File: src/logic/ubp_defines.vh
// Overview of operation
// [RQ1] Only port bits 7..4 take part in pin-change detection.
// [RQ2] Software can enable weak pull-ups on input pins.
// [RQ3] Low-voltage programming disables change detection and pull-up on bit 4.
// [RQ4] A configuration input, not a register bit, selects bit 4 role.
// [RQ5] Reading the data register returns the pin levels.
// [RQ6] Writes load the latch; only output-direction pins drive it.
// [RQ7] Bit set/clear reads pins, changes one bit, writes all back.
// [RQ8] Such writes overwrite latches of input pins with sensed levels.
// [RQ9] Data register at two mirrored offsets; latch untouched by reset.
// [RQ10] Direction register mirrored at two offsets, resets to all ones.
// [RQ11] Bits 1 and 2 serve the serial port when it claims them.
// [RQ12] Direction one floats the pin; zero drives the latch value.
// [RQ13] Clearing the pull-up control bit enables pull-ups; outputs never pulled.
// [RQ14] Inputs 7..4 compared with last-read value; mismatches ORed into flag.
// [RQ15] A standing mismatch keeps setting the flag until the port is accessed.
// [RQ16] Change flag is sticky until cleared and raises a wake request.
`ifndef UBP_DEFINES_VH
`define UBP_DEFINES_VH

// ==========================================================
// Register word offsets (byte address = 4 * index)
`define UBP_IDX_DATA      10'h006
`define UBP_IDX_DATA_MIR  10'h106
`define UBP_IDX_OPTION    10'h081
`define UBP_IDX_OPTION_MIR 10'h181
`define UBP_IDX_DIR       10'h086
`define UBP_IDX_DIR_MIR   10'h186
`define UBP_IDX_BITOP     10'h200
`define UBP_IDX_STATUS    10'h201
`define UBP_IDX_MASK      10'h202

// ==========================================================
// Field positions and reset values
`define UBP_OPT_PULLUP_N  7
`define UBP_BITOP_SET     3
`define UBP_DIR_RESET     8'hff
`define UBP_OPT_RESET     8'hff
`define UBP_MASK_RESET    1'b0
`define UBP_ST_CHANGE     0
`define UBP_CHANGE_BITS   8'hf0
`define UBP_LAST_RESET    8'h00
`define UBP_PIN_RESET     8'h00
`define UBP_OE_N_RESET    8'hff
`define UBP_PULL_RESET    8'h00

`endif

File: src/logic/ubp_sync2.v
`timescale 1ns/1ps
`default_nettype none

// ==========================================================
// Two-stage synchroniser for pin levels
module ubp_sync2 #(
    parameter W = 8
) (
    // Clock and reset
    input  wire         clk_i,
    input  wire         rst_i,
    // Data
    input  wire [W-1:0] d_i,
    output reg  [W-1:0] q_o
);

    reg [W-1:0] meta_reg;

    // First stage feeds only the second
    always @(posedge clk_i)
    begin
        if (rst_i)
        begin
            meta_reg <= {W{1'b0}};
            q_o      <= {W{1'b0}};
        end
        else
        begin
            meta_reg <= d_i;
            q_o      <= meta_reg;
        end
    end

endmodule // ubp_sync2

`default_nettype wire

File: src/logic/ubp_port.v
// The implementer's own choice: the Wishbone interface to the registers.
`timescale 1ns/1ps
`default_nettype none
`include "ubp_defines.vh"

// ==========================================================
// Eight-bit bidirectional port with pin-change interrupt
module ubp_port (
    // Clock and reset
    input  wire        clk_i,
    input  wire        rst_i,
    // Wishbone slave
    input  wire        wb_cyc_i,
    input  wire        wb_stb_i,
    input  wire        wb_we_i,
    input  wire [11:0] wb_adr_i,
    input  wire [3:0]  wb_sel_i,
    input  wire [31:0] wb_dat_i,
    output reg  [31:0] wb_dat_o,
    output reg         wb_ack_o,
    // Pins, four signals each; oe low means driving
    input  wire [7:0]  pin_i,
    output reg  [7:0]  pin_o,
    output reg  [7:0]  pin_oe_n_o,
    output reg  [7:0]  pullup_on_o,
    // Configuration and serial port sharing
    input  wire        low_voltage_prog_cfg_i,
    input  wire        ser_claim_i,
    input  wire        sync_data_io_out_i,
    input  wire        sync_data_io_drive_i,
    input  wire        sync_clock_io_out_i,
    input  wire        sync_clock_io_drive_i,
    output reg         sync_data_io_in_o,
    output reg         sync_clock_io_in_o,
    output reg         low_voltage_prog_input_o,
    // Interrupt and wake
    output reg         irq_o,
    output reg         wake_o
);

    // ==========================================================
    // State
    reg  [7:0] upper_port_data_reg;   // output latch, no reset
    reg  [7:0] upper_port_direction_reg;
    reg  [7:0] option_config_reg;
    reg  [7:0] last_read_reg;
    reg        pin_change_flag_reg;
    reg        irq_mask_reg;
    wire [7:0] pin_s;
    reg  [7:0] dir_eff;
    reg  [7:0] drv_val;
    reg  [7:0] mismatch;
    reg  [7:0] latch_next;
    reg  [7:0] pull_next;
    reg  [31:0] rd_next;
    wire [9:0] idx;
    wire       req;
    wire       wr;
    wire       hit_data;
    wire       hit_dir;
    wire       hit_opt;
    wire       hit_bitop;
    wire       hit_st;
    wire       hit_mask;
    wire       change_ev;
    wire       pullup_n;
    wire       clr_flag;

    // Pins cross into the clock domain first
    ubp_sync2 #(
        .W (8)
    ) u_sync (
        .clk_i (clk_i),
        .rst_i (rst_i),
        .d_i   (pin_i),
        .q_o   (pin_s)
    );

    // ==========================================================
    // Bus decode; request taken while no ack is out
    assign idx       = wb_adr_i[11:2];
    assign req       = wb_cyc_i & wb_stb_i & ~wb_ack_o;
    assign wr        = req & wb_we_i & wb_sel_i[0];
    assign hit_data  = (idx == `UBP_IDX_DATA) || (idx == `UBP_IDX_DATA_MIR);   // [RQ9]
    assign hit_dir   = (idx == `UBP_IDX_DIR) || (idx == `UBP_IDX_DIR_MIR);     // [RQ10]
    assign hit_opt   = (idx == `UBP_IDX_OPTION) || (idx == `UBP_IDX_OPTION_MIR);
    assign hit_bitop = (idx == `UBP_IDX_BITOP);
    assign hit_st    = (idx == `UBP_IDX_STATUS);
    assign hit_mask  = (idx == `UBP_IDX_MASK);
    assign pullup_n  = option_config_reg[`UBP_OPT_PULLUP_N];

    // ==========================================================
    // Pin direction, drive and change compare
    // Effective direction and drive, serial port overriding bits 1 and 2
    always @*
    begin
        dir_eff = upper_port_direction_reg;
        drv_val = upper_port_data_reg;   // [RQ12]
        if (ser_claim_i)
        begin
            dir_eff[1] = ~sync_data_io_drive_i;   // [RQ11]
            drv_val[1] = sync_data_io_out_i;
            dir_eff[2] = ~sync_clock_io_drive_i;  // [RQ11]
            drv_val[2] = sync_clock_io_out_i;
        end
    end

    // Change detection only on input pins 7..4, bit 4 lost to programming
    always @*
    begin
        mismatch = (pin_s ^ last_read_reg) & dir_eff & `UBP_CHANGE_BITS;   // [RQ1] [RQ14]
        if (low_voltage_prog_cfg_i)
            mismatch[4] = 1'b0;   // [RQ3]
    end
    assign change_ev = |mismatch;   // [RQ15]

    // Latch update: plain write, or bit op on sensed pin levels
    always @*
    begin
        latch_next = upper_port_data_reg;
        if (wr && hit_data)
            latch_next = wb_dat_i[7:0];   // [RQ6]
        else if (wr && hit_bitop)
        begin
            latch_next = pin_s;   // [RQ7] [RQ8] inputs overwrite their latches
            latch_next[wb_dat_i[2:0]] = wb_dat_i[`UBP_BITOP_SET];
        end
    end

    // Output latch holds through reset
    // Unknown until first written; load it before turning any pin to output
    always @(posedge clk_i)
    begin
        upper_port_data_reg <= latch_next;   // [RQ9]
    end

    // ==========================================================
    // Bus answer and read data
    // Flag clear: a one written to the status word
    assign clr_flag = wr && hit_st && wb_dat_i[`UBP_ST_CHANGE];

    // One-cycle ack; a held request is not taken twice
    always @(posedge clk_i)
    begin
        if (rst_i)
            wb_ack_o <= 1'b0;
        else
            wb_ack_o <= req;
    end

    // Read mux; unmapped words read as zero
    always @*
    begin
        rd_next = 32'h0000_0000;
        if (hit_data)
            rd_next = {24'h00_0000, pin_s};   // [RQ5]
        else if (hit_dir)
            rd_next = {24'h00_0000, upper_port_direction_reg};
        else if (hit_opt)
            rd_next = {24'h00_0000, option_config_reg};
        else if (hit_st)
            rd_next = {31'h0000_0000, pin_change_flag_reg};
        else if (hit_mask)
            rd_next = {31'h0000_0000, irq_mask_reg};
    end

    // Read data stands for the ack cycle only, zero otherwise
    always @(posedge clk_i)
    begin
        if (rst_i)
            wb_dat_o <= 32'h0000_0000;
        else if (req && !wb_we_i)
            wb_dat_o <= rd_next;
        else
            wb_dat_o <= 32'h0000_0000;
    end

    // ==========================================================
    // Configuration registers
    // Direction: every pin an input out of any reset
    always @(posedge clk_i)
    begin
        if (rst_i)
            upper_port_direction_reg <= `UBP_DIR_RESET;   // [RQ10]
        else if (wr && hit_dir)
            upper_port_direction_reg <= wb_dat_i[7:0];
    end

    // Option: only the pull-up control bit is used here
    always @(posedge clk_i)
    begin
        if (rst_i)
            option_config_reg <= `UBP_OPT_RESET;
        else if (wr && hit_opt)
            option_config_reg <= wb_dat_i[7:0];   // [RQ13]
    end

    // Interrupt mask, off out of reset
    always @(posedge clk_i)
    begin
        if (rst_i)
            irq_mask_reg <= `UBP_MASK_RESET;
        else if (wr && hit_mask)
            irq_mask_reg <= wb_dat_i[`UBP_ST_CHANGE];
    end

    // ==========================================================
    // Change detection state
    // Any data or bit-op access relatches the pins, ending the mismatch
    always @(posedge clk_i)
    begin
        if (rst_i)
            last_read_reg <= `UBP_LAST_RESET;
        else if (req && (hit_data || hit_bitop))
            last_read_reg <= pin_s;   // [RQ15]
    end

    // Sticky flag; set wins over a same-cycle clear,
    // so a standing mismatch cannot be cleared away
    always @(posedge clk_i)
    begin
        if (rst_i)
            pin_change_flag_reg <= 1'b0;
        else if (change_ev)
            pin_change_flag_reg <= 1'b1;   // [RQ16]
        else if (clr_flag)
            pin_change_flag_reg <= 1'b0;
    end

    // ==========================================================
    // Registered pin, pull-up and interrupt outputs
    // Pull-ups only on inputs, all gated by one active-low bit
    always @*
    begin
        pull_next = {8{~pullup_n}} & dir_eff;   // [RQ2] [RQ13]
        if (low_voltage_prog_cfg_i)
            pull_next[4] = 1'b0;   // [RQ3]
    end

    // Drive value and enable; floating out of reset
    always @(posedge clk_i)
    begin
        if (rst_i)
        begin
            pin_o      <= `UBP_PIN_RESET;
            pin_oe_n_o <= `UBP_OE_N_RESET;
        end
        else
        begin
            pin_o      <= drv_val;
            pin_oe_n_o <= dir_eff;   // [RQ12]
        end
    end

    // Pull-ups off in reset, so nothing is pulled before it is configured
    always @(posedge clk_i)
    begin
        if (rst_i)
            pullup_on_o <= `UBP_PULL_RESET;
        else
            pullup_on_o <= pull_next;   // [RQ2] [RQ13]
    end

    // Synced pin levels back to the serial port
    always @(posedge clk_i)
    begin
        if (rst_i)
        begin
            sync_data_io_in_o  <= 1'b0;
            sync_clock_io_in_o <= 1'b0;
        end
        else
        begin
            sync_data_io_in_o  <= pin_s[1];   // [RQ11]
            sync_clock_io_in_o <= pin_s[2];   // [RQ11]
        end
    end

    // Strap, not software, decides the bit 4 role
    always @(posedge clk_i)
    begin
        if (rst_i)
            low_voltage_prog_input_o <= 1'b0;
        else
            low_voltage_prog_input_o <= low_voltage_prog_cfg_i & pin_s[4];   // [RQ4]
    end

    // Level interrupt and wake request; wake ignores the mask
    always @(posedge clk_i)
    begin
        if (rst_i)
        begin
            irq_o  <= 1'b0;
            wake_o <= 1'b0;
        end
        else
        begin
            irq_o  <= pin_change_flag_reg & irq_mask_reg;
            wake_o <= pin_change_flag_reg;   // [RQ16]
        end
    end

endmodule // ubp_port

`default_nettype wire

File: config.mk
export PLATFORM = sky130hd
export DESIGN_NAME = ubp_port
export DESIGN_NICKNAME = d
export VERILOG_FILES = /design/src/logic/ubp_sync2.v /design/src/logic/ubp_port.v
export VERILOG_INCLUDE_DIRS = /design/src /design/src/logic
export SDC_FILE = /design/constraint.sdc
export NUM_CORES = 1
export LEC_CHECK = 0
export ABC_AREA = 0
export BUFFER_PORTS_ARGS = -buffer_cell sky130_fd_sc_hd__buf_2
export CAP_MARGIN = 20
export CORE_MARGIN = 2
export CORE_UTILIZATION = 44
export CTS_CLUSTER_SIZE = 28
export DETAILED_ROUTE_END_ITERATION = 7
export GPL_TIMING_DRIVEN = 1
export PLACE_DENSITY_LB_ADDON = 0.1
export SETUP_SLACK_MARGIN = 0.3
export SLEW_MARGIN = 25
export SYNTH_ARGS = -nofsm -noshare
export SYNTH_HDL_FRONTEND = slang
export SYNTH_HIERARCHICAL = 1
export SYNTH_SLANG_ARGS = --single-unit
File: constraint.sdc
create_clock -name clk_i -period 1.6 [get_ports clk_i]
set_input_delay 0.16 -clock clk_i [delete_from_list [all_inputs] [get_ports clk_i]]
set_output_delay 0.16 -clock clk_i [all_outputs]
set_load 0.02 [all_outputs]
==> results.yml, run 1 <==
status:
  status: "finished clean"
synthesis:
  synth_edf_count: 8
  ys_ff_latch: 84
  synth-main-ff-cell: "dfxtp_1"
  syn_inst: 342
  synth_area_sq_um: 3460
  yosysWarnings: 6
  yosysUniqueCellTypes: 51
  synth.yosys.seq_area_share_pct: 50.8
  syn_avg_cell_area_sq_um: 10.1
  async_reset_ff_share_pct: 0
timing:
  setup_viol: 0
  fin_skew_ps: 8.55
  finalHoldViolations: 0
  fin_crit_ps: 1430
  hold_ws_ps: 24.2
  fin_setup_tns_ps: 0
  clock.fmax_mhz: 698
  min_period_over_period_pct: 89.5
  rsz0062_at_grt: "yes"
  drv_slew: 0
global_routing:
  met1_usage_pct: 23.9
  grt.busiest_layer: "met2"
  grt_max_degree: 39
  grt_pass1_wl_mm: 12.0
  grt_use_total_pct: 18.3
  grtUsageMet2_pct: 29.1
  antenna_found_initial: 0
  overflow: 0
  use_met3_pct: 5.21
  grt_pass1_vias: 2399
floorplanning:
  placeableCoreArea_sq_um: 7690
  die_area_sq_um: 8600
  die_width_microns: 92.7
  die_y_microns: 92.7
  io_pins: 129
  start_util_pct: 45.1
  rows: 32
routing:
  routed_wirelength_mm: 7.52
  drc_errors: 0
  ant_nets: 0
  num_vias: 2554
  first_iter_violations: 147
  routed_via_density: 4.75
  drt-wirelength-per-cell_microns: 14.0
  drtPass1Iterations: 4
setup_path:
  end_kind: "flip-flop"
  worstPathArrival_ps: 1530
  critPathLaunch: "wb_ack_o"
  crit_type: "flip-flop to flip-flop"
  required_ps: 1700
  start_kind: "flip-flop"
  path_cells: "and3b_2, nand4_4, o21ai_2, mux2_4"
  cp_slowest_cell: "dfxtp_4"
  slowest_delay_ps: 340
  reg2reg_from: "wb_ack_o"
  crit_fanout: 4
  r2r.worst_path.cells: 4
pwr:
  p_total_w: 0.00395
  p_leak_nw: 1.95
  power_density_nw_per_um2: 922
  peakVddDrop_mv: 0.550
placed_design:
  place_inst: 522
  port_buffers: 75
  globalplace.congestion: 0.847
  hpwl_mm: 5.51
clocking:
  cts_buffers: 9
  cts_tree: "yes"
  clkSinkCount: 84
  clk_latency_ps: 350
  path_clk_slew_ps: 80
  htreeDepth: 3
  clock_path_buffers: 2
  root_buffer: "clkbuf_8"
job:
  maxCapViolCount: 0
final_layout:
  layout_common_cells: "75 x buf_2, 75 x dfxtp_1, 43 x nor2_1"
  fillers: 743
  nets: 499
  antennaDiodeCount: 0
  final_util_pct: 55.7
  layout-drive-gt1-share_pct: 35.3
  multi_input_area_sq_um: 1620
  area_growth_pct: 23.7
  finalNonFillerCells: 538
  layout.area.seq_sq_um: 1770
worst_hold_path:
  hold_path.startpoint: "pin_i[6]"
  hold_path_depth: 2
  hold_class: "input pin to flip-flop"
==> layout make-up <==
cell class | instances | area share [%]
clock buffers | 10 | 2.98
clock inverters | 5 | 1.26
inverters | 10 | 0.876
multi-input cells | 234 | 37.7
flip-flops and latches | 84 | 41.2
well taps | 102 | 2.98
repair buffers | 93 | 13.0
==> report_power, final <==
group	total [W]	switching (W)	internal (W)	leakage, nW
Combinational	0.000360	0.000227	0.000133	1.17
Clock	0.00142	0.000709	0.000708	0.0959
Sequential	0.00218	0.0000186	0.00216	0.685
Total	0.00395	0.000955	0.00300	1.95
==> synth_stat cells, types with 3 or more instances <==
| cell | number | area [sq um] |
|---|---|---|
| nor2_1 | 48 | 180 |
| clkbuf_1 | 7 | 26.3 |
| edfxtp_1 | 8 | 240 |
| nand2b_1 | 10 | 62.6 |
| a31oi_1 | 3 | 18.8 |
| inv_1 | 10 | 37.5 |
| nor3_1 | 14 | 70.1 |
| nand2_1 | 10 | 37.5 |
| o21ai_0 | 9 | 45.0 |
| dfxtp_1 | 76 | 1520 |
| buf_1 | 3 | 11.3 |
| a21oi_1 | 4 | 20.0 |
| nand3_1 | 4 | 20.0 |
| nor2b_1 | 14 | 87.6 |
| and2b_2 | 6 | 52.6 |
| xor2_1 | 4 | 35.0 |
| buf_4 | 25 | 188 |
| mux2i_1 | 27 | 270 |
| nor2b_2 | 7 | 61.3 |
| a22oi_1 | 8 | 60.1 |
| and3_1 | 4 | 25.0 |
| and2_1 | 7 | 43.8 |
==> what timing repair did <==
item | CTS | global route
pin swaps | 15 | 7
setup endpoints to repair | 38 | 45
gates resized for setup | 16 | 10
hold buffers | 0 | 0
buffers inserted | 1 | 0
==> final timing paths <==
path / to / slack [ps]
worst max-delay path: upper_port_data_reg[3] / 170
worst min-delay path: u_sync/meta_reg[6] / 20
worst max register to register: upper_port_data_reg[3] / 170
worst min register to register: u_sync/q_o[0] / 440
==> kinds of logic after synthesis <==
group	share of synthesized area, %
buffers and inverters	8.05
AND/OR/NAND/NOR	24.7
AO/OA/AOI/OAI	7.15
other	0.108
flip-flops	50.8
multiplexers	8.13
XOR/XNOR	1.01
==> metal layers <==
| layer | vias to the layer above | wire length, microns |
|---|---|---|
| met5 | - | 0 |
| met4 | 0 | 132 |
| met3 | 11 | 443 |
| met2 | 82 | 3490 |
| met1 | 1167 | 3450 |
| li1 | 1294 | - |
==> metrics by stage <==
stage | cell area (sq um) | setup slack, ps
finish | 4280 | 168
global route | 4280 | 127
CTS | 4250 | 169
detailed placement | 4000 | 43.5
global placement | 4000 | 65.6
floorplan | 3590 | 13.0
==> worst max-delay path: cells and delay by family (launching register included) <==
family           cells  cell delay [ps]
flip-flops           1              340
multiplexers         1              310
AO/OA/AOI/OAI        1               90
AND/OR/NAND/NOR      2              440
Note: power is estimated with default switching activity, not from simulation.
==> run 2, diff against run 1 <==
--- a/config.mk
+++ b/config.mk
@@ -10,7 +10,7 @@
 export BUFFER_PORTS_ARGS = -buffer_cell sky130_fd_sc_hd__buf_2
 export CAP_MARGIN = 20
 export CORE_MARGIN = 2
-export CORE_UTILIZATION = 44
+export CORE_UTILIZATION = 53
 export CTS_CLUSTER_SIZE = 28
 export DETAILED_ROUTE_END_ITERATION = 7
 export GPL_TIMING_DRIVEN = 1
==> constraint.sdc (replaced) <==
create_clock -name clk_i -period 1.65 [get_ports clk_i]
set_input_delay 0.165 -clock clk_i [delete_from_list [all_inputs] [get_ports clk_i]]
set_output_delay 0.165 -clock clk_i [all_outputs]
set_load 0.02 [all_outputs]
==> run 2 against run 1 <==
  * Sequential power down 3%
  * Total power about the same
  * Maximum frequency up 2.7%
  * Critical endpoint unchanged
  * Register-to-register slack better by 90 ps
  * Combinational power down 6.4%
  * Clock power up 6%
  * Hold slack better by 5.7 ps
  * Utilization up 11 points
  * Cell count down 4.5%
  * Flip-flop and latch count unchanged
  * Critical path depth unchanged
==> results.yml, run 2 (same netlist as run 1, synthesis figures left out) <==
pwr:
  p_int_w: 0.00305
  p_leak_nw: 1.95
  peakVddDrop_mv: 0.658
  seqPwrFrac_pct: 53.4
  pwr-share-comb_pct: 8.5
  swShare_pct: 22.9
  power.switching_w: 0.000904
  power_density_nw_per_um2: 937
  clockPowerShare_pct: 38.1
global_routing:
  grt_max_degree: 29
  grt_pass1_vias: 2305
  grt_use_total_pct: 19.8
  grt_pass1_wl_mm: 11.1
  antenna_found_initial: 0
  overflow: 0
floorplanning:
  start_util_pct: 54.6
  die_y_microns: 84.9
  placeableCoreArea_sq_um: 6350
  die_area_sq_um: 7200
  rows: 29
  io_pins: 129
  die_width_microns: 84.9
timing:
  drv_slew: 0
  max_slew.worst_pin.slew_ps: 498
  min_period_over_period_pct: 84.5
  clock.fmax_mhz: 717
  fin_skew_ps: 8.68
  fin_crit_ps: 1390
  setup_viol: 0
  setup_ws_ps: 256
  fin_setup_tns_ps: 0
  finalHoldViolations: 0
  max-slew-margin-rel_pct: 66.3
  rsz0062_at_grt: "yes"
clocking:
  clock_path_buffers: 2
  clkSinkCount: 84
  root_buffer: "clkbuf_8"
  cts_tree: "yes"
  cts_buffers: 9
  ctsHoldBuffers: 0
  htreeDepth: 3
  path_clk_slew_ps: 80
  clk_latency_ps: 340
setup_path:
  crit_type: "flip-flop to flip-flop"
  worstPathArrival_ps: 1500
  start_kind: "flip-flop"
  end_kind: "flip-flop"
  crit_fanout: 4
  required_ps: 1750
final_layout:
  nets: 499
  area_growth_pct: 21.8
  layout-drive-gt1-share_pct: 33.4
  antennaDiodeCount: 0
  final_area_sq_um: 4220
  layout_common_cells: "75 x buf_2, 75 x dfxtp_1, 45 x nor2_1"
routing:
  first_iter_violations: 118
  drc_errors: 0
  drt-wirelength-per-cell_microns: 13.3
  drtPass1Iterations: 4
  routed_via_density: 4.98
  num_vias: 2559
  ant_nets: 0
  routed_wirelength_mm: 6.85
job:
  maxCapViolCount: 0
placed_design:
  dp_slack_ps: 103
  globalplace.congestion: 0.855
  port_buffers: 75
  hpwl_mm: 5.14
  dpl_cell_area_sq_um: 3930
worst_hold_path:
  hold_class: "input pin to flip-flop"
status:
  status: "finished clean"
==> run 2: what timing repair did <==
action,4_1_cts,5_1_grt
resized for setup,6,14
setup endpoints to repair,30,43
pin swaps,4,5
buffers inserted,0,2
cloned,0,0
==> run 2: per-layer routing <==
| layer | share of wire, % | vias to the layer above | global-route usage (%) |
|---|---|---|---|
| met1 | 45 | 1161 | 25.8 |
| met3 | 6.6 | 6 | 6.23 |
| met2 | 47 | 98 | 31.4 |
| met4 | 1.2 | 0 | 6.64 |
| met5 | 0 | - | 0 |
| li1 | - | 1294 | - |
==> run 2: power by group through the flow <==
stage	sequential, W	clock [W]	combinational (W)
after floorplan	0.00217	0	0.000233
after global placement	0.00216	0	0.000323
after detailed placement	0.00216	0	0.000326
after CTS	0.00211	0.00155	0.000332
after global routing	0.00211	0.00163	0.000367
final	0.00211	0.00151	0.000337
==> run 2: worst paths after layout <==
kind / startpoint / to / slack [ps] / depth (start not counted)
max reg2reg: wb_ack_o / upper_port_data_reg[3] / 260 / 4
min: pin_i[3] / u_sync/meta_reg[3] / 30 / 2
max: wb_ack_o / upper_port_data_reg[3] / 260 / 4
min reg2reg: u_sync/meta_reg[1] / u_sync/q_o[1] / 440 / 1
==> run 2: worst max-delay path, stage by stage, from the launching register on <==
cell and delay, ps:
dfxtp_2 330, and3b_2 310, nand4_4 110, o21ai_2 100, mux2_4 310
==> run 2: final cells by class <==
type / instances / area [sq um]
Fill cell: 525 / 2130
Timing Repair Buffer: 93 / 531
Clock buffer: 13 / 170
Sequential cell: 84 / 1760
Tap cell: 77 / 96.3
Clock inverter: 3 / 43.8
Inverter: 10 / 37.5
Multi-Input combinational cell: 234 / 1580
==> run 2: metrics by stage <==
stage	cells	power [W]	util (%)	hold slack, ps
after detailed placement	496	0.00248	61.8	379
after CTS	512	0.00399	65.5	16.3
after global routing	514	0.00411	66.4	13.7
after floorplan	365	0.00240	-	244
after global placement	496	0.00248	61.8	374
final	514	0.00395	66.4	29.9
